==> src/pkg/hdsc_pkg.sv <==
// constants, carrier structs, state enums and check-word arithmetic for the
// half-duplex block serial controller; assumes a 50 mhz system clock
package hdsc_pkg;

  localparam int WORD_W = 12;
  localparam int CLK_NS = 20;

  // register offsets on the plain register port
  localparam logic [3:0] OFF_CMD = 4'h0;
  localparam logic [3:0] OFF_TXD = 4'h4;
  localparam logic [3:0] OFF_RXD = 4'h8;
  localparam logic [3:0] OFF_STAT = 4'hc;

  // command word fields
  localparam int CMD_EQ_HI = 11;
  localparam int CMD_EQ_LO = 9;
  localparam int CMD_CLR_BIT = 3;
  localparam int CMD_END_BIT = 2;

  // status word bit positions
  localparam int ST_NEED = 0;
  localparam int ST_RXRDY = 1;
  localparam int ST_CHKERR = 2;
  localparam int ST_INTR = 3;
  localparam int ST_RESP = 4;
  localparam int ST_TXIND = 5;
  localparam int ST_RXIND = 6;
  localparam int ST_SYNCED = 7;
  localparam int ST_ILOCK = 8;
  localparam int ST_CARR = 9;
  localparam int ST_CTS = 10;

  // fixed transmit test words, sent msb first
  localparam logic [11:0] TEST_WORD1 = 12'h000;
  localparam logic [11:0] TEST_WORD2 = 12'hfff;
  localparam logic [11:0] TEST_WORD3 = 12'h06d;
  localparam logic [11:0] TEST_WORD4 = 12'hf92;

  // default sync, interrupt code and check polynomial (x^12+x^11+x^3+x^2+x+1)
  localparam logic [11:0] SYNC_DEF = 12'h7e1;
  localparam logic [11:0] INTR_DEF = 12'h5a5;
  localparam logic [11:0] POLY_DEF = 12'h80f;

  // momentary error lamp time
  localparam int ERR_SHOW_NS = 50000;
  localparam int ERR_SHOW_CYC = ERR_SHOW_NS / CLK_NS;

  typedef logic [11:0] hdsc_word_t;
  typedef enum logic [1:0] {MODE_IDLE, MODE_TX, MODE_RX} hdsc_mode_e;
  typedef enum logic [1:0] {RXT_OFF, RXT_REC, RXT_INT} hdsc_rxtest_e;
  typedef enum logic [1:0] {TX_OFF, TX_SYNC, TX_DATA, TX_CHECK} hdsc_tx_e;
  typedef enum logic [1:0] {RX_HUNT, RX_DATA} hdsc_rx_e;

  // register port request
  typedef struct packed {
    logic [3:0] addr;
    hdsc_word_t wdata;
    logic wr;
    logic rd;
  } hdsc_bus_s;

  // data set pins toward the controller
  typedef struct packed {
    logic tx_clk;
    logic rx_clk;
    logic rx_data;
    logic response_in;
    logic clear_to_send;
    logic interlock;
    logic carrier;
  } hdsc_line_s;

  // one check step per bit, msb first
  function automatic hdsc_word_t crc_word(input hdsc_word_t crc, input hdsc_word_t w, input hdsc_word_t poly);
    hdsc_word_t c;
    logic fb;
    c = crc;
    for (int i = WORD_W - 1; i >= 0; i--) begin
      fb = w[i] ^ c[11];
      c = {c[10:0], 1'b0} ^ (fb ? poly : 12'h000);
    end
    return c;
  endfunction : crc_word

endpackage : hdsc_pkg

==> src/design/hdsc_sync.sv <==
// two-flop synchroniser with edge detection for a bundle of pins
// assumes the inputs are asynchronous to clk
`timescale 1ns/1ps
module hdsc_sync #(
  parameter int W = 1
) (
  input wire logic clk,
  input wire logic rst_n,
  input wire logic [W-1:0] d,
  output logic [W-1:0] lvl,
  output logic [W-1:0] rise,
  output logic [W-1:0] fall
);
  import hdsc_pkg::*;

  typedef struct packed {
    logic [W-1:0] s1;
    logic [W-1:0] s2;
    logic [W-1:0] s3;
  } hdsc_sync_s;

  hdsc_sync_s st_r;
  hdsc_sync_s st_nxt;

  // s1 only feeds s2; edges come from s2 against s3
  always_comb begin
    st_nxt = st_r;
    st_nxt.s1 = d;
    st_nxt.s2 = st_r.s1;
    st_nxt.s3 = st_r.s2;
  end

  always_ff @(posedge clk or negedge rst_n) begin
    if (!rst_n) begin
      st_r <= '0;
    end else begin
      st_r <= st_nxt;
    end
  end

  assign lvl = st_r.s2;
  assign rise = st_r.s2 & ~st_r.s3;
  assign fall = st_r.s3 & ~st_r.s2;

endmodule : hdsc_sync

==> src/design/hdsc_stretch.sv <==
// stretches a one-cycle pulse into a visible indication
// assumes a registered input pulse; a new pulse restarts the time
`timescale 1ns/1ps
module hdsc_stretch #(
  parameter int CYC = 2500
) (
  input wire logic clk,
  input wire logic rst_n,
  input wire logic pulse,
  output logic show
);
  import hdsc_pkg::*;

  typedef struct packed {
    logic [15:0] cnt;
    logic show;
  } hdsc_str_s;

  hdsc_str_s st_r;
  hdsc_str_s st_nxt;

  // count down while lit
  always_comb begin
    st_nxt = st_r;
    if (pulse) begin
      st_nxt.cnt = 16'(CYC - 1);
      st_nxt.show = 1'b1;
    end else if (st_r.cnt != 16'h0000) begin
      st_nxt.cnt = st_r.cnt - 16'h0001;
    end else begin
      st_nxt.show = 1'b0;
    end
  end

  always_ff @(posedge clk or negedge rst_n) begin
    if (!rst_n) begin
      st_r <= '0;
    end else begin
      st_r <= st_nxt;
    end
  end

  assign show = st_r.show;

endmodule : hdsc_stretch

==> src/design/hdsc_ctrl.sv <==
// half-duplex block serial controller: one serial line controller
// assumes the data set supplies both bit clocks, far slower than CLOCK,
// and that software drives the plain register port synchronously
`timescale 1ns/1ps
module hdsc_ctrl #(
  parameter hdsc_pkg::hdsc_word_t SYNC_WORD = hdsc_pkg::SYNC_DEF,
  parameter hdsc_pkg::hdsc_word_t INTR_WORD = hdsc_pkg::INTR_DEF,
  parameter hdsc_pkg::hdsc_word_t POLY = hdsc_pkg::POLY_DEF,
  parameter int ERR_CYC = hdsc_pkg::ERR_SHOW_CYC
) (
  input wire logic CLOCK,
  input wire logic RST_N,
  input wire hdsc_pkg::hdsc_bus_s BUS,
  output hdsc_pkg::hdsc_word_t RDATA,
  input wire hdsc_pkg::hdsc_line_s LINE,
  output logic SEND_LINE,
  output logic SEND_REQUEST,
  output logic RESPONSE_OUT,
  output logic TX_IND,
  output logic RX_IND,
  output logic ERROR_IND,
  input wire logic CLEAR_N,
  input wire logic [2:0] TX_TEST,
  input wire logic [1:0] RX_TEST,
  input wire logic [2:0] EQUIP
);
  import hdsc_pkg::*;

  localparam int PIN_W = 7 + 9;

  typedef struct packed {
    hdsc_mode_e mode;
    logic end_blk;
    hdsc_word_t tx_word;
    logic tx_full;
    hdsc_tx_e tst;
    hdsc_word_t tsh;
    logic [3:0] tcnt;
    hdsc_word_t tcrc;
    logic test_sent;
    logic send;
    hdsc_rx_e rst;
    hdsc_word_t rsh;
    logic [3:0] rcnt;
    hdsc_word_t rcrc;
    hdsc_word_t rx_word;
    logic rx_full;
    logic chk_err;
    logic intr_ff;
    logic resp_seen;
    logic resp_out;
    logic err_pulse;
    hdsc_word_t rdata;
    logic tx_ind;
    logic rx_ind;
    logic send_req;
  } hdsc_ctrl_s;

  hdsc_ctrl_s st_r;
  hdsc_ctrl_s st_nxt;

  logic [PIN_W-1:0] pin_lvl;
  logic [PIN_W-1:0] pin_rise;
  logic [PIN_W-1:0] pin_fall;
  logic err_show;

  // every pin and switch passes two flops before use
  hdsc_sync #(
    .W(PIN_W)
  ) u_sync (
    .clk(CLOCK),
    .rst_n(RST_N),
    .d({LINE, CLEAR_N, TX_TEST, RX_TEST, EQUIP}),
    .lvl(pin_lvl),
    .rise(pin_rise),
    .fall(pin_fall)
  );

  hdsc_line_s line_q;
  logic clear_q;
  logic [2:0] txt_q;
  hdsc_rxtest_e rxt_q;
  logic [2:0] equip_q;
  logic txc_rise;
  logic rxc_fall;

  assign line_q = pin_lvl[15:9];
  assign clear_q = ~pin_lvl[8];
  assign txt_q = pin_lvl[7:5];
  assign rxt_q = hdsc_rxtest_e'(pin_lvl[4:3]);
  assign equip_q = pin_lvl[2:0];
  assign txc_rise = pin_rise[15];
  assign rxc_fall = pin_fall[14];

  // the lamp is stretched so a single-cycle mismatch can be seen
  hdsc_stretch #(
    .CYC(ERR_CYC)
  ) u_err (
    .clk(CLOCK),
    .rst_n(RST_N),
    .pulse(st_r.err_pulse),
    .show(err_show)
  );

  // pick the fixed test word for the switch position
  function automatic hdsc_word_t test_word(input logic [2:0] pos);
    unique case (pos)
      3'h1: test_word = TEST_WORD1;
      3'h2: test_word = TEST_WORD2;
      3'h3: test_word = TEST_WORD3;
      default: test_word = TEST_WORD4;
    endcase
  endfunction : test_word

  logic tx_test;
  logic tx_act;
  logic rx_act;
  logic rx_test;
  hdsc_word_t rnew;
  hdsc_word_t nxt_word;
  hdsc_word_t stat;

  // direction decode: a test transmit overrides every receive path
  assign tx_test = (txt_q != 3'h0) && (txt_q <= 3'h4);
  assign tx_act = (st_r.mode == MODE_TX) || tx_test;
  assign rx_test = (rxt_q == RXT_REC) && !tx_act;
  assign rx_act = ((st_r.mode == MODE_RX) && !tx_test) || rx_test;
  assign rnew = {st_r.rsh[10:0], line_q.rx_data};

  // status word assembly
  always_comb begin
    stat = '0;
    stat[ST_NEED] = (st_r.mode == MODE_TX) && !st_r.tx_full;
    stat[ST_RXRDY] = st_r.rx_full;
    stat[ST_CHKERR] = st_r.chk_err;
    stat[ST_INTR] = st_r.intr_ff;
    stat[ST_RESP] = st_r.resp_seen;
    stat[ST_TXIND] = st_r.tx_ind;
    stat[ST_RXIND] = st_r.rx_ind;
    stat[ST_SYNCED] = (st_r.rst == RX_DATA);
    stat[ST_ILOCK] = line_q.interlock;
    stat[ST_CARR] = line_q.carrier;
    stat[ST_CTS] = line_q.clear_to_send;
  end

  // next state: bus first, then line events, so hardware sets win over clears
  always_comb begin
    st_nxt = st_r;
    nxt_word = '0;
    st_nxt.err_pulse = 1'b0;
    st_nxt.rdata = '0;

    // register writes
    if (BUS.wr && BUS.addr == OFF_CMD && BUS.wdata[CMD_EQ_HI:CMD_EQ_LO] == equip_q) begin
      if (BUS.wdata[1:0] <= 2'h2) begin
        st_nxt.mode = hdsc_mode_e'(BUS.wdata[1:0]);
      end
      st_nxt.end_blk = BUS.wdata[CMD_END_BIT];
      if (BUS.wdata[CMD_CLR_BIT]) begin
        st_nxt.chk_err = 1'b0;
        st_nxt.intr_ff = 1'b0;
        st_nxt.resp_seen = 1'b0;
      end
    end
    if (BUS.wr && BUS.addr == OFF_TXD) begin
      st_nxt.tx_word = BUS.wdata;
      st_nxt.tx_full = 1'b1;
    end

    // register reads, answered in the following cycle
    if (BUS.rd) begin
      unique case (BUS.addr)
        OFF_CMD: st_nxt.rdata = {equip_q, 6'h00, st_r.end_blk, st_r.mode};
        OFF_TXD: st_nxt.rdata = st_r.tx_word;
        OFF_RXD: begin
          st_nxt.rdata = st_r.rx_word;
          st_nxt.rx_full = 1'b0;
        end
        OFF_STAT: st_nxt.rdata = stat;
        default: st_nxt.rdata = '0;
      endcase
    end

    // remote answer to our sync, caught only while transmitting
    if (line_q.response_in && tx_act) begin
      st_nxt.resp_seen = 1'b1;
    end

    // transmit: change the bit on clock rise so it is steady at the fall
    if (!tx_act || !line_q.clear_to_send) begin
      st_nxt.tst = TX_OFF;
      st_nxt.tcnt = 4'h0;
      st_nxt.send = 1'b0;
      st_nxt.test_sent = 1'b0;
    end else if (txc_rise) begin
      if (st_r.tcnt != 4'h0) begin
        nxt_word = st_r.tsh;
        st_nxt.tcnt = st_r.tcnt - 4'h1;
      end else begin
        st_nxt.tcnt = 4'(WORD_W - 1);
        unique case (st_r.tst)
          TX_OFF, TX_CHECK: begin
            nxt_word = SYNC_WORD;
            st_nxt.tst = TX_SYNC;
            st_nxt.tcrc = '0;
            st_nxt.test_sent = 1'b0;
          end
          TX_SYNC, TX_DATA: begin
            if (tx_test && !st_r.test_sent) begin
              nxt_word = test_word(txt_q);
              st_nxt.tst = TX_DATA;
              st_nxt.test_sent = 1'b1;
              st_nxt.tcrc = crc_word(st_r.tcrc, nxt_word, POLY);
            end else if (tx_test) begin
              nxt_word = st_r.tcrc;
              st_nxt.tst = TX_CHECK;
            end else if (st_r.tx_full) begin
              nxt_word = st_r.tx_word;
              // a host word written in this very cycle must not be lost
              st_nxt.tx_full = BUS.wr && (BUS.addr == OFF_TXD);
              st_nxt.tst = TX_DATA;
              st_nxt.tcrc = crc_word(st_r.tcrc, nxt_word, POLY);
            end else if (st_r.end_blk && st_r.tst == TX_DATA) begin
              nxt_word = st_r.tcrc;
              st_nxt.tst = TX_CHECK;
              st_nxt.end_blk = 1'b0;
            end else begin
              nxt_word = SYNC_WORD;
              st_nxt.tst = TX_SYNC;
            end
          end
        endcase
      end
      st_nxt.send = nxt_word[11];
      st_nxt.tsh = {nxt_word[10:0], 1'b0};
    end

    // receive: sample on the falling edge of the receive clock
    if (!rx_act) begin
      st_nxt.rst = RX_HUNT;
      st_nxt.rcnt = 4'h0;
      st_nxt.resp_out = 1'b0;
    end
    if (rxc_fall) begin
      st_nxt.rsh = rnew;
      if (!rx_act && !tx_act && rnew == INTR_WORD) begin
        st_nxt.intr_ff = 1'b1;
      end
      if (rx_act && st_r.rst == RX_HUNT && rnew == SYNC_WORD) begin
        st_nxt.rst = RX_DATA;
        st_nxt.rcnt = 4'h0;
        st_nxt.rcrc = '0;
        st_nxt.resp_out = 1'b1;
      end else if (rx_act && st_r.rst == RX_DATA) begin
        st_nxt.rcnt = st_r.rcnt + 4'h1;
        if (st_r.rcnt == 4'(WORD_W - 1)) begin
          st_nxt.rcnt = 4'h0;
          if (rnew == SYNC_WORD && st_r.rcrc == '0) begin
            st_nxt.rst = RX_DATA; // fill between sync and first word
          end else if (rx_test && st_r.rcrc != '0 || !rx_test && st_r.end_blk) begin
            if (rnew != st_r.rcrc) begin
              st_nxt.chk_err = 1'b1;
              st_nxt.err_pulse = 1'b1;
            end
            st_nxt.rst = RX_HUNT;
            st_nxt.resp_out = 1'b0;
            st_nxt.end_blk = 1'b0;
          end else begin
            st_nxt.rcrc = crc_word(st_r.rcrc, rnew, POLY);
            if (!rx_test) begin
              st_nxt.rx_word = rnew;
              st_nxt.rx_full = 1'b1;
            end
          end
        end
      end
    end

    // indications and send request follow the direction
    st_nxt.tx_ind = tx_act;
    st_nxt.rx_ind = rx_act;
    st_nxt.send_req = tx_act;

    // manual clear drops everything back to idle
    if (clear_q) begin
      st_nxt = '0;
    end
  end

  always_ff @(posedge CLOCK or negedge RST_N) begin
    if (!RST_N) begin
      st_r <= '0;
    end else begin
      st_r <= st_nxt;
    end
  end

  assign RDATA = st_r.rdata;
  assign SEND_LINE = st_r.send;
  assign SEND_REQUEST = st_r.send_req;
  assign RESPONSE_OUT = st_r.resp_out;
  assign TX_IND = st_r.tx_ind;
  assign RX_IND = st_r.rx_ind;
  assign ERROR_IND = err_show;

endmodule : hdsc_ctrl

==> config.mk <==
export PLATFORM = sky130hd
export DESIGN_NAME = hdsc_ctrl
export DESIGN_NICKNAME = d
export VERILOG_FILES = /design/src/pkg/hdsc_pkg.sv /design/src/design/hdsc_sync.sv /design/src/design/hdsc_stretch.sv /design/src/design/hdsc_ctrl.sv
export SDC_FILE = /design/constraint.sdc
export NUM_CORES = 1
export LEC_CHECK = 0
export BUFFER_PORTS_ARGS = -buffer_cell sky130_fd_sc_hd__buf_2
export CELL_PAD_IN_SITES_DETAIL_PLACEMENT = 0
export CELL_PAD_IN_SITES_GLOBAL_PLACEMENT = 1
export CORE_UTILIZATION = 45
export CTS_BUF_LIST = sky130_fd_sc_hd__clkbuf_8
export DETAILED_ROUTE_END_ITERATION = 10
export HOLD_SLACK_MARGIN = 0.02
export PLACE_DENSITY_LB_ADDON = 0.1
export RECOVER_POWER = 100
export SLEW_MARGIN = 10
export SYNTH_ARGS = -nofsm -noshare
export SYNTH_HDL_FRONTEND = slang
export SYNTH_HIERARCHICAL = 1
export SYNTH_SLANG_ARGS = --single-unit
==> constraint.sdc <==
create_clock -name CLOCK -period 3.35 [get_ports CLOCK]
set_input_delay 0.5025 -clock CLOCK [delete_from_list [all_inputs] [get_ports CLOCK]]
set_output_delay 0.5025 -clock CLOCK [all_outputs]
set_load 0.01 [all_outputs]
# --- Word-level counts from Yosys, hierarchy flattened ---
# Cells that the tools add are included.
totals:
  out_inout_bits: 18
  regBits: 175
  in_bits: 36
  word_cells: 329
op_classes:
  bitwise_logic: 76
  order_cmp: 2
  eq_ne: 43
  mux: 127
  n_addsub: 3
  n_reduce_logical: 48
op_table:
  columns: ["operator", "count"]
  rows:
  - ["2-to-1 mux 12 bit", 52]
  - ["XOR 12 bit", 36]
  - ["2-to-1 mux 111 bit", 1]
  - ["2-to-1 mux 30 bit", 2]
  - ["one-hot mux 12 bit (4 select lines)", 1]
  - ["2-to-1 mux 45 bit", 1]
  - ["2-to-1 mux 13 bit", 3]
  - ["2-to-1 mux 2 bit", 18]
  - ["one-hot mux 12 bit (3 select lines)", 1]
  - ["XOR 1 bit", 36]
  - ["2-to-1 mux 33 bit", 1]
  - ["2-to-1 mux 16 bit", 2]
  - ["2-to-1 mux 1 bit", 31]
  - ["inequality test 2 bit, second input constant", 14]
  - ["2-to-1 mux 26 bit", 1]
  - ["one-hot mux 13 bit (2 select lines)", 1]
  - ["2-to-1 mux 25 bit", 1]
  - ["== test 12 x 11 -> 1 bit, second input constant", 2]
  - ["inequality test 3 bit, second input constant", 8]
  - ["one-hot mux 12 bit (2 select lines)", 1]
  - ["logical AND 1 bit", 18]
  - ["2-to-1 mux 17 bit", 1]
  - ["AND 16 bit", 1]
  - ["NOT 16 bit", 1]
  - ["other kinds (35)", 65]

# --- Depth between registers and ports, before layout ---
depth:
  depth_word: 50
  depth_mapped: 10
  depth_no_buf: 9

# --- Cells and area by module ---
# The synthesis kept the hierarchy.
modules_own_cells:
  columns: ["module", "area_each_um2", "seq_area_each_um2", "instances", "cells_per_inst"]
  rows:
  - ["hdsc_ctrl", 6384.9, 2702.6, 1, 660]
  - ["hdsc_sync", 1601.5, 1201.2, 1, 96]
  - ["hdsc_stretch", 937.1, 425.4, 1, 102]

# --- Least setup slack after synthesis ---
# OpenSTA, ideal clock, no wires.
synth_timing:
  path_type: "register to register"
  start: "register st_r[77] (netlist name)"
  end: "register st_r[67] (netlist name)"
  setup_time_ps: 104
  required_ps: 3246
  stages_incl_launch_ff: 8
  arrival_ps: 2311
  synth_period_minus_slack_ps: 2415
  n_path_buf: 1
  setup_slack_ps: 935
  path_cell_list: "dfrtp_1 -> inv_1 -> ha_1 -> nor3b_1 -> nand2_1 -> or4_1 -> buf_2 -> o41ai_2"

==> flow_summary.toml <==
[cts]
cts_buffers = 17
clock-root-buffer = "clkbuf_8"
cts_tree = "yes"
ctsResizeCount = 0
clkSlewWorstSetupHoldPaths_ps = 100
clk_path_buf_depth = 2
clk_latency_ps = 470
htreeDepth = 4
clock-sinks = 159
postCtsHoldBufs = 0
post_cts_buffers = 0

[sta]
timing.final.hold_violations = 0
skew_ps = 14.9
tns_ps = 0
max_freq_mhz = 344
tightest_slew_ps = 1700
slew_headroom_pct = -13.0
fin_crit_ps = 2910
rsz0062_at_grt = "no"
hold-worst-slack_ps = 133
drv_slew = 64
setup_viol = 0
timing.final.crit_share_pct = 86.7

[global_route]
grt.total_usage_pct = 23.7
grt_overflow = 0
grt_start_max_net_pins = 68
grt_pass1_vias = 6217
grt_pass1_wl_um = 33600
antenna_found_initial = 1

[die]
io_pins = 54
die_y_um = 138
die_w_um = 138
coreArea_um2 = 18000
num_rows = 49
dieArea_um2 = 19000
initial_core_util_pct = 46.0

[setup_path]
crit_path_end_kind = "flip-flop"
worst_r2r_path_depth = 7
worstPathArrival_ps = 3250
crit_type = "reg2reg"
reg2reg_slack_ps = 440
worstSetupStartpointType = "flip-flop"
required_ps = 3690
cp_max_fo = 13
r2r-end = "st_r[21]"
r2r_start = "rnew[1]"

[cells_and_area]
antenna_cells = 0
drive_above_1_share_pct = 11.4
nets = 878
utilization_pct = 49.8
area_growth_pct = 8.22
fillers = 1693
fin_area_um2 = 8980

[job]
cap_violations = 1

[synth]
synth_fp_nets = 853
ys_warn_count = 6
synth.avg_cell_area_um2 = 10.2
syn_area_um2 = 8300
syn_inst = 812

[hold_path]
hold_path_depth = 1
worstHoldPathType = "in2reg"
worstHoldStart = "LINE[4]"
min_to = "u_sync/st_nxt[29]"

[placed_design]
place_area_um2 = 8610
globalplace.congestion = 0.904
port_buffers = 53
dp_hpwl_um = 14700

[power_and_ir_drop]
power_leakage_nw = 3.92
vdd_drop_max_mv = 0.323
p_per_area_nw_per_um2 = 422

[route]
wire_per_inst_um = 19.1
drc = 0
wl_um = 20600
final_antenna_net_count = 0
drt_iter0_drc = 377
routed_via_density = 5.65
drt_first_pass_iters = 6
vias = 6100

[run_status]
outcome = "finished with violations"
violations = "max-capacitance violations, max-slew violations"
[stage by stage]
step	std cells	setup slack, ps	power, mW
floorplan	812	935	2.18
global placement	1047	790	2.29
detailed placement	1047	718	2.29
CTS	1079	691	3.84
global route	1079	283	3.94
finish	1079	445	3.79
[placed cells by master (no fill, tap or decap), drive strengths merged, types with 5 or more instances in the layout]
master,n
a21boi,21
a21oi,40
a22oi,19
and3,5
buf,41
clkbuf,44
dfrtp,159
ha,5
inv,17
mux2i,24
nand2,95
nand2b,8
nand3,27
nand4,7
nor2,41
nor2b,36
nor3,18
nor4,11
o21ai,37
o2bb2ai,12
o31ai,6
or3,5
xnor2,76
xnor3,5
xor2,15
[cell type report]
class,instances,area (um2),area share [%]
clock buffer,19,262,2.91
clock inverter,13,170,1.90
inverter,10,37.5,0.418
multi-input combinational,583,3910,43.5
sequential,159,3980,44.3
tap,229,287,3.19
timing repair buffer,66,337,3.75
[sequential cells by signal (all words and copies together) (netlist names)]
signal / count
RX_IND: 1
u_sync/st_nxt: 16
u_sync/st_r: 2
RESPONSE_OUT: 1
RDATA: 12
st_r: 81
SEND_LINE: 1
u_err/show: 1
u_err/st_r: 16
SEND_REQUEST: 1
rnew: 11
u_sync/lvl: 16
[worst max-delay path by stage]
stage / slack [ps] / cells after the start / start / end
2_1_floorplan: 940 / 7 / st_r[77] / st_r[67]
3_3_place_gp: 790 / 7 / u_sync/lvl[7] / st_r[65]
3_5_place_dp: 720 / 7 / u_sync/lvl[7] / st_r[65]
4_1_cts: 690 / 6 / u_sync/lvl[7] / st_r[38]
5_1_grt: 280 / 7 / rnew[1] / st_r[22]
6_report: 440 / 7 / rnew[1] / st_r[21]
[critical path, cell delays in order, from the launching register on]
cell      delay, ps
dfrtp_1         440
or3b_1          400
or4_1           520
o211a_1         270
nand4b_1        100
clkbuf_1        720
mux2i_1         270
nor2b_1          60
[power breakdown]
| part | leakage [nW] | total, mW | switching (mW) | internal [mW] |
|---|---|---|---|---|
| logic | 1.57 | 0.277 | 0.178 | 0.0992 |
| clock network | 0.210 | 1.54 | 0.808 | 0.735 |
| registers | 2.14 | 1.97 | 0.0232 | 1.95 |
[per-layer routing]
layer / wire (um) / vias up / GRT usage, %
li1: - / 2892 / -
met3: 1020 / 25 / 5.92
met1: 9950 / 3014 / 33.1
met4: 336 / 0 / 7.49
met5: 0 / - / 0
met2: 9270 / 169 / 36.0
Power figures use the tool's default switching activity.
